==> src/hdl/alpg_map.svh <==
// Register map of the alarm pin configuration and write-guard block.
// Assumes 8-bit registers addressed by a 7-bit serial-port register address.
`ifndef ALPG_MAP_SVH
`define ALPG_MAP_SVH

// ==========================================================================
// Offsets
`define ALPG_LOSS_ALARM_PIN_CONFIG_ADDR 7'h7d
`define ALPG_WRITE_GUARD_ADDR 7'h7e

// ==========================================================================
// Reset values
`define ALPG_LOSS_ALARM_PIN_CONFIG_RST 8'h02
`define ALPG_WRITE_GUARD_RST 8'h85

// ==========================================================================
// Field positions of the alarm pin configuration register
`define ALPG_ACTIVE_LEVEL_BIT 0
`define ALPG_FLOAT_IDLE_BIT 1
`define ALPG_GPO_SELECT_BIT 2
`define ALPG_CFG_USED_MASK 8'h07

// ==========================================================================
// Write-guard codes
`define ALPG_GUARD_OPEN 8'h85
`define ALPG_GUARD_SINGLE 8'h86
`define ALPG_GUARD_RELOCK 8'h87

// ==========================================================================
// Reset and idle values of the outputs
`define ALPG_RDATA_RST 8'h00
`define ALPG_UNMAPPED_RDATA 8'h00
`define ALPG_PIN_LEVEL_RST 1'b0
`define ALPG_PIN_OE_RST 1'b0

`endif

==> src/hdl/alpg_pkg.sv <==
// Types shared by the alarm pin configuration and write-guard block.
// Assumes the map header is included by the files that need offsets.
package alpg_pkg;

  // ========================================================================
  // Protection modes decoded from the write-guard code
  typedef enum logic [1:0] {
    ALPG_PROTECTED,
    ALPG_UNPROTECTED,
    ALPG_SINGLE_WRITE
  } alpg_mode_type;

endpackage

==> src/hdl/alpg_top.sv <==
// Alarm pin configuration register, software write-guard and alarm pin driver.
// Assumes the serial port front end presents one register access per cycle on clk,
// and that alarm_active and gpo_level come from logic on the same clock.
`include "alpg_map.svh"

module alpg_top #(
  parameter int ADDR_W = 7
) (
  // Clock and reset
  input wire logic clk,
  input wire logic rstn,
  // Register access from the serial port
  input wire logic [ADDR_W-1:0] reg_addr,
  input wire logic reg_wr,
  input wire logic [7:0] reg_wdata,
  input wire logic reg_rd,
  output logic [7:0] reg_rdata,
  // Gated write to the rest of the device's registers
  output logic other_wr,
  output logic [ADDR_W-1:0] other_addr,
  output logic [7:0] other_wdata,
  // Alarm source and general purpose level
  input wire logic alarm_active,
  input wire logic gpo_level,
  // Alarm pin, three-state
  output logic loss_alarm_pin,
  output logic loss_alarm_pin_oe,
  // Decoded protection state
  output alpg_pkg::alpg_mode_type guard_mode
);

  // ========================================================================
  // Elaboration checks
  // A port narrower than the map offsets would alias the two registers
  if (ADDR_W < $bits(`ALPG_WRITE_GUARD_ADDR)) begin : g_addr_narrow
    $error("ADDR_W too narrow for the register map");
  end
  // The two registers must sit at distinct offsets for the decode to work
  if (`ALPG_LOSS_ALARM_PIN_CONFIG_ADDR == `ALPG_WRITE_GUARD_ADDR) begin : g_addr_clash
    $error("register map offsets overlap");
  end

  // ========================================================================
  // Functions

  // Address match against a map offset widened to the port width
  function automatic logic addr_hit(input logic [ADDR_W-1:0] addr,
    input logic [ADDR_W-1:0] offset);
    addr_hit = (addr == offset);
  endfunction

  // Decode of the write-guard code; every code but the two open ones locks
  function automatic alpg_pkg::alpg_mode_type guard_decode(input logic [7:0] code);
    if (code == `ALPG_GUARD_OPEN) begin
      guard_decode = alpg_pkg::ALPG_UNPROTECTED;
    end else if (code == `ALPG_GUARD_SINGLE) begin
      guard_decode = alpg_pkg::ALPG_SINGLE_WRITE;
    end else begin
      // Codes below the open code lock as well, so a stray zero is safe
      guard_decode = alpg_pkg::ALPG_PROTECTED;
    end
  endfunction

  // Read view of the two registers; unmapped addresses read as zero
  function automatic logic [7:0] read_view(input logic cfg_sel, input logic guard_sel,
    input logic [7:0] cfg, input logic [7:0] guard);
    if (cfg_sel) begin
      read_view = cfg;
    end else if (guard_sel) begin
      read_view = guard;
    end else begin
      read_view = `ALPG_UNMAPPED_RDATA;
    end
  endfunction

  // Pin level in alarm role; idle is the inverse of the active level
  function automatic logic alarm_level(input logic active, input logic [7:0] cfg);
    alarm_level = active ~^ cfg[`ALPG_ACTIVE_LEVEL_BIT];
  endfunction

  // Pin enable in alarm role; a floating idle pin lets several sources share a line
  function automatic logic alarm_drive(input logic active, input logic [7:0] cfg);
    alarm_drive = active || !cfg[`ALPG_FLOAT_IDLE_BIT];
  endfunction

  // ========================================================================
  // Internal state and decode
  logic [7:0] pin_config_reg;
  logic [7:0] pin_config_next;
  logic [7:0] write_guard_reg;
  logic [7:0] write_guard_next;
  logic [7:0] reg_rdata_next;
  logic hit_config;
  logic hit_guard;
  logic other_allowed;
  logic guard_write;
  logic config_write;
  logic other_write;
  logic single_used;
  logic pin_level_next;
  logic pin_drive_next;

  // Address decode, shared by the writes and the read view
  assign hit_config = addr_hit(reg_addr, ADDR_W'(`ALPG_LOSS_ALARM_PIN_CONFIG_ADDR));
  assign hit_guard = addr_hit(reg_addr, ADDR_W'(`ALPG_WRITE_GUARD_ADDR));

  // Protection state is a pure decode of the guard, so it cannot drift from it
  assign guard_mode = guard_decode(write_guard_reg);
  assign other_allowed = (guard_mode != alpg_pkg::ALPG_PROTECTED);

  // Write qualifiers; the guard is the one register that protection never gates
  assign guard_write = reg_wr && hit_guard;
  assign config_write = reg_wr && hit_config && other_allowed;
  assign other_write = reg_wr && !hit_guard && !hit_config && other_allowed;
  // Any non-guard write spends the allowance, even one to an empty address
  assign single_used = reg_wr && !hit_guard
    && guard_mode == alpg_pkg::ALPG_SINGLE_WRITE;

  // ========================================================================
  // Write-guard register
  // A guard write and a spent allowance exclude each other by address,
  // so the guard write is never lost to the automatic relock
  always_comb begin
    write_guard_next = write_guard_reg;
    if (guard_write) begin
      write_guard_next = reg_wdata;
    end else if (single_used) begin
      write_guard_next = `ALPG_GUARD_RELOCK;
    end
  end

  // Guard flop; comes out of reset fully open
  always_ff @(posedge clk or negedge rstn) begin
    if (!rstn) begin
      write_guard_reg <= `ALPG_WRITE_GUARD_RST;
    end else begin
      write_guard_reg <= write_guard_next;
    end
  end

  // ========================================================================
  // Pin configuration register
  // All eight bits are kept so the unused five still read back
  always_comb begin
    pin_config_next = pin_config_reg;
    if (config_write) begin
      pin_config_next = reg_wdata;
    end
  end

  // Configuration flop
  always_ff @(posedge clk or negedge rstn) begin
    if (!rstn) begin
      pin_config_reg <= `ALPG_LOSS_ALARM_PIN_CONFIG_RST;
    end else begin
      pin_config_reg <= pin_config_next;
    end
  end

  // ========================================================================
  // Forwarded write to other registers
  // Registered so the rest of the device sees data from flops, one cycle late
  always_ff @(posedge clk or negedge rstn) begin
    if (!rstn) begin
      other_wr <= 1'b0;
      other_addr <= '0;
      other_wdata <= '0;
    end else begin
      other_wr <= other_write;
      other_addr <= reg_addr;
      other_wdata <= reg_wdata;
    end
  end

  // ========================================================================
  // Read data
  // Taken on the read strobe and held until the next read
  always_comb begin
    reg_rdata_next = reg_rdata;
    if (reg_rd) begin
      reg_rdata_next = read_view(hit_config, hit_guard, pin_config_reg, write_guard_reg);
    end
  end

  // Read data flop
  always_ff @(posedge clk or negedge rstn) begin
    if (!rstn) begin
      reg_rdata <= `ALPG_RDATA_RST;
    end else begin
      reg_rdata <= reg_rdata_next;
    end
  end

  // ========================================================================
  // Alarm pin driver
  // Registered so the pin never glitches while the configuration decodes
  always_comb begin
    if (pin_config_reg[`ALPG_GPO_SELECT_BIT]) begin
      pin_level_next = gpo_level;
      pin_drive_next = 1'b1;
    end else begin
      pin_level_next = alarm_level(alarm_active, pin_config_reg);
      pin_drive_next = alarm_drive(alarm_active, pin_config_reg);
    end
  end

  // Pin level flop
  always_ff @(posedge clk or negedge rstn) begin
    if (!rstn) begin
      loss_alarm_pin <= `ALPG_PIN_LEVEL_RST;
    end else begin
      loss_alarm_pin <= pin_level_next;
    end
  end

  // Pin enable flop; the pin floats during reset
  always_ff @(posedge clk or negedge rstn) begin
    if (!rstn) begin
      loss_alarm_pin_oe <= `ALPG_PIN_OE_RST;
    end else begin
      loss_alarm_pin_oe <= pin_drive_next;
    end
  end

endmodule

==> config.mk <==
export PLATFORM = sky130hd
export DESIGN_NAME = alpg_top
export DESIGN_NICKNAME = d
export VERILOG_FILES = /design/src/hdl/alpg_pkg.sv /design/src/hdl/alpg_top.sv
export VERILOG_INCLUDE_DIRS = /design/src /design/src/hdl
export SDC_FILE = /design/constraint.sdc
export NUM_CORES = 1
export LEC_CHECK = 0
export BUFFER_PORTS_ARGS = -buffer_cell sky130_fd_sc_hd__clkbuf_2
export CAP_MARGIN = 20
export CORE_UTILIZATION = 45
export DETAILED_ROUTE_END_ITERATION = 8
export GPL_TIMING_DRIVEN = 0
export PLACE_DENSITY = 0.74
export SKIP_CTS_REPAIR_TIMING = 1
export SLEW_MARGIN = 25
export SYNTH_ARGS = -nofsm -noshare
export SYNTH_HDL_FRONTEND = slang
export SYNTH_SLANG_ARGS = --single-unit
==> constraint.sdc <==
create_clock -name clk -period 1.6 [get_ports clk]
set_input_delay 0.24 -clock clk [delete_from_list [all_inputs] [get_ports clk]]
set_output_delay 0.24 -clock clk [all_outputs]
set_load 0.01 [all_outputs]
* Word level (Yosys, flattened, before mapping)
Cells that the tools add are included.
Widths: inputs -> output; s select.
** Operators by class
- Eq/ne operators :: 5
- Mux-type cells :: 8
- Bitwise operators :: 1
- Reductions and logical operators :: 13
** Operators by type and width (number)
- $mux 8 :: 4
- $eq 8x8->1 const B :: 2
- $eq 7x7->1 const B :: 2
- $logic_and 1x1->1 :: 7
- $mux 2 :: 2
- $reduce_bool 2->1 :: 2
- $logic_not 1->1 :: 3
- $eq 2x2->1 const B :: 1
- $mux 1 :: 2
- $logic_or 1x1->1 :: 1
- $xnor 1x1->1 :: 1
** Storage, ports and cells
- Register bits :: 42
- Input bits :: 21
- Output and inout bits :: 28
- Word-level logic and storage cells :: 35

* Longest topological paths before layout
- Depth after elaboration :: 7
- Mapped depth :: 5
- Gate-level depth less buffers :: 4

* Least setup slack after synthesis
Ideal clock, no wire load.
- Kind :: flip-flop to flip-flop
- Start point :: register write_guard_reg[7]
- End point :: register pin_config_reg[0]
- Library setup time :: 0.125 ns
- Arrival :: 1.582 ns
- Required time :: 1.475 ns
- Slack :: -0.107 ns
- Cell stages (with the launch flop) :: 5
- Buffers on the path :: 0
- Period minus slack after synthesis :: 1.707 ns
- Cell sequence :: dfstp_2 -> nor4b_2 -> nand3b_1 -> nor3_4 -> mux2_2
** Between the ends
- Longest elaborated chain between the ends :: 5
- Elaborated cells on any way between the ends :: 6
- Classes of those cells :: eq/ne: 2; mux: 2; reduce/logical: 2
** Ends and longest elaborated chain
- from (decl) :: RTL line alpg_top.sv:90 : logic [7:0] write_guard_reg;
- from (signal assigned) :: RTL line alpg_top.sv:135 : write_guard_reg <= `ALPG_WRITE_GUARD_RST;
- from (signal assigned) :: RTL line alpg_top.sv:137 : write_guard_reg <= write_guard_next;
- $eq 8x8->1 (no source line)
- $mux 2 :: RTL line alpg_top.sv:56 : end else if (code == `ALPG_GUARD_SINGLE) begin
- $mux 2 (*) :: RTL line alpg_top.sv:54 : if (code == `ALPG_GUARD_OPEN) begin
- $reduce_bool 2->1 (*) :: RTL line alpg_top.sv:109 : assign other_allowed = (guard_mode != alpg_pkg::ALPG_PROTECTED);
- $logic_and 1x1->1 (*) :: RTL line alpg_top.sv:113 : assign config_write = reg_wr && hit_config && other_allowed;
- to (signal assigned) :: RTL line alpg_top.sv:154 : pin_config_reg <= `ALPG_LOSS_ALARM_PIN_CONFIG_RST;
- to (signal assigned) :: RTL line alpg_top.sv:156 : pin_config_reg <= pin_config_next;
- to (decl) :: RTL line alpg_top.sv:88 : logic [7:0] pin_config_reg;
Every way passes the cells marked *; elsewhere a longest branch is shown, timed or not.
A chain may end at the register's enable or synchronous reset.

* Final worst setup path
- Start point :: register write_guard_reg[7]
- End point :: output port guard_mode[0]
** Between the ends
- Longest elaborated chain between the ends :: 2
** Ends and longest elaborated chain
- $eq 8x8->1 (no source line)
- $mux 2 :: RTL line alpg_top.sv:54
- to (decl) :: RTL line alpg_top.sv:29 : output alpg_pkg::alpg_mode_type guard_mode
Every way passes these cells.

==> results.cfg <==
[status]
status = finished, violations left
violations = hold timing, setup timing

[logic_synthesis]
synth_area_leaders = dfrtp_1 (60%), mux2_2 (7.9%), dfstp_2 (6.7%)
synth-edff-count = 0
synth.largest_area_cell = dfrtp_1
avgSynthCellArea_um2 = 13.2
yosysTopAreaCellShare = 0.604
syn_area_mm2 = 0.00158
syn_inst = 119
synth_ff_type = dfrtp_1
async_flop_share = 1.00
synth.distinct_cells = 25
synth_seq_cells = 42
syn_nets = 140
yosysWarnings = 0
synth_seq_area_share = 0.670

[power_and_ir_drop]
power.leakage_uw = 0.00110
powerDensity_mw_per_mm2 = 889
vdd_drop_max_mv = 0.599

[floorplanning]
initial_core_util = 0.472
fp-row-count = 21
die_w_um = 61.2
dieHeight_um = 61.2
coreArea_mm2 = 0.00334
io_pins = 49
die-area_mm2 = 0.00374

[setup_path]
rr_endpoint = pin_config_reg[3]$_DFFE_PN0P_
crit_type = reg2out
r2r_start = write_guard_reg[7]$_DFFE_PN1P_
worst_r2r_path_depth = 6
crit_path_end_kind = output port
critPathArrivalTime_ns = 1.68
r2r_setup_slack_ns = -0.27
crit_fanout = 2
start_kind = flip-flop
crit_required_ns = 1.36

[route]
vias = 1172
wl_per_cell_um = 14.5
finalWirelength_um = 3350
routed_via_density = 5.07
dr.pass1.iters = 4
antenna_left = 0
drc = 0
drtIter0Drc = 38

[sta]
slew_headroom = 0.406
rsz0062_at_grt = true
hold_violations = 9
max_freq_mhz = 522
layout_setup_ws_ns = -0.316
setup_viol = 10
hold-worst-slack_ns = -0.00161
min_period_ns = 1.92
worstMarginPinSlew_ns = 0.891
fin_worst_skew_ns = 0.0121
maxSlewViolCount = 0
fin_crit_sh = 1.20

[global_routing]
grt_max_degree = 43
grt_pass1_wl_um = 4730
antenna_found_initial = 0
grt_use_total = 0.183
grt-ovfl-total = 0
grt_pass1_vias = 1015

[clocking]
clkTransAtPathRegs_ns = 0.12
cts-root-buf = clkbuf_4
insertion_delay_ns = 0.35
cts_buffer_depth = 2
htree_levels = 2
tritoncts = yes
clock_sinks = 42
numCtsBuffers = 5

[place]
dp.cells = 213
port_buffers = 48
gp_congestion = 0.829
dp_hpwl_um = 2130

[cells_and_area]
area_growth_syn_to_layout_pct = 31.4
layout-drive-gt1-share = 0.427
n_fill_cell = 292
antenna_cells = 0
nNetsFinal = 205
stdcell_count = 231

[flow_run]
drv_cap = 0

[worst_hold_path]
holdCritPathClass = in2async
==> how the worst max path moves through the flow <==
stage | from | end | slack [ns] | depth (start not counted)
5_1_grt | write_guard_reg[7]$_DFFE_PN1P_ | guard_mode[0] | -0.42 | 4
4_1_cts | write_guard_reg[7]$_DFFE_PN1P_ | guard_mode[0] | -0.50 | 4
3_5_place_dp | write_guard_reg[7]$_DFFE_PN1P_ | pin_config_reg[4]$_DFFE_PN0P_ | -0.30 | 4
3_3_place_gp | write_guard_reg[7]$_DFFE_PN1P_ | pin_config_reg[3]$_DFFE_PN0P_ | -0.28 | 4
6_report | write_guard_reg[7]$_DFFE_PN1P_ | guard_mode[0] | -0.32 | 4
2_1_floorplan | write_guard_reg[7]$_DFFE_PN1P_ | pin_config_reg[0]$_DFFE_PN0P_ | -0.04 | 4
==> critical path: stages, from the launching register on <==
cell      delay, ns
dfstp_2        0.55
nor4b_4        0.20
nand3b_1       0.16
nor3_2         0.25
buf_2          0.17
==> metal layers <==
layer	vias to the layer above	GRT usage	share of wire
li1	545	-	-
met1	567	0.238	0.44
met2	49	0.278	0.47
met3	11	0.0525	0.060
met4	0	0.0974	0.030
met5	-	0	0
==> final cells by class <==
cell class	count	area (µm²)	share of cell area
buffer	2	7.51	0.00363
clock buffer	7	55.1	0.0266
clock inverter	1	5.00	0.00242
multi-input combinational	72	544	0.263
timing repair buffer	58	333	0.161
sequential	42	1060	0.510
inverter	3	11.3	0.00544
tap	46	57.6	0.0278
==> logic make-up (layout without fill, tap and decap cells) <==
family / Yosys count / count (layout) / synth area share
compound gates: 18 / 18 / 0.0739
xor+xnor: 2 / 2 / 0.0111
buf+inv: 5 / 71 / 0.0119
flops: 42 / 42 / 0.670
mux: 11 / 11 / 0.0786
simple gates: 41 / 41 / 0.154
==> per-stage QoR <==
stage               utilization  setup TNS [ns]  instance area [µm²]  total power, µW  setup slack (ns)
detailed placement        0.561           -2.70                 1870             1300            -0.304
global placement          0.561           -2.44                 1870             1290            -0.276
global route              0.620           -3.40                 2070             1920            -0.423
CTS                       0.579           -3.66                 1930             1830            -0.495
floorplan                     -          -0.249                 1580             1200           -0.0356
finish                    0.620           -2.56                 2070             1840            -0.316
==> placed cells by master (no fill, tap or decap), drive strengths merged <==
cell | netlist | final
clkbuf | 2 | 54
dfrtp | 38 | 38
nand2 | 17 | 17
mux2 | 11 | 11
nor2b | 10 | 10
buf | 0 | 9
a21oi | 7 | 7
dlygate4sd3 | 0 | 4
dfstp | 4 | 4
o21ai | 4 | 4
inv | 3 | 3
a22o | 3 | 3
and4b | 2 | 2
and4 | 2 | 2
xor2 | 2 | 2
nand3 | 2 | 2
a2bb2oi | 2 | 2
nor3 | 2 | 2
nor4b | 1 | 1
nand3b | 1 | 1
o211a | 1 | 1
nor2 | 1 | 1
and3b | 1 | 1
and3 | 1 | 1
a22oi | 1 | 1
and2 | 1 | 1
clkinv | 0 | 1
==> power by group <==
group | internal (µW) | switching, µW
registers | 1110 | 25.4
clock network | 213 | 321
logic | 83.6 | 91.2
total | 1400 | 438
==> cells in the mapped netlist (3+ instances only) <==
| cell type | count |
|---|---|
| a21oi_1 | 7 |
| nand2_1 | 17 |
| dfrtp_1 | 38 |
| inv_1 | 3 |
| dfstp_2 | 4 |
| a22o_1 | 3 |
| nor2b_1 | 10 |
| o21ai_0 | 4 |
| mux2_2 | 11 |
(Power assumes the default switching activity.)
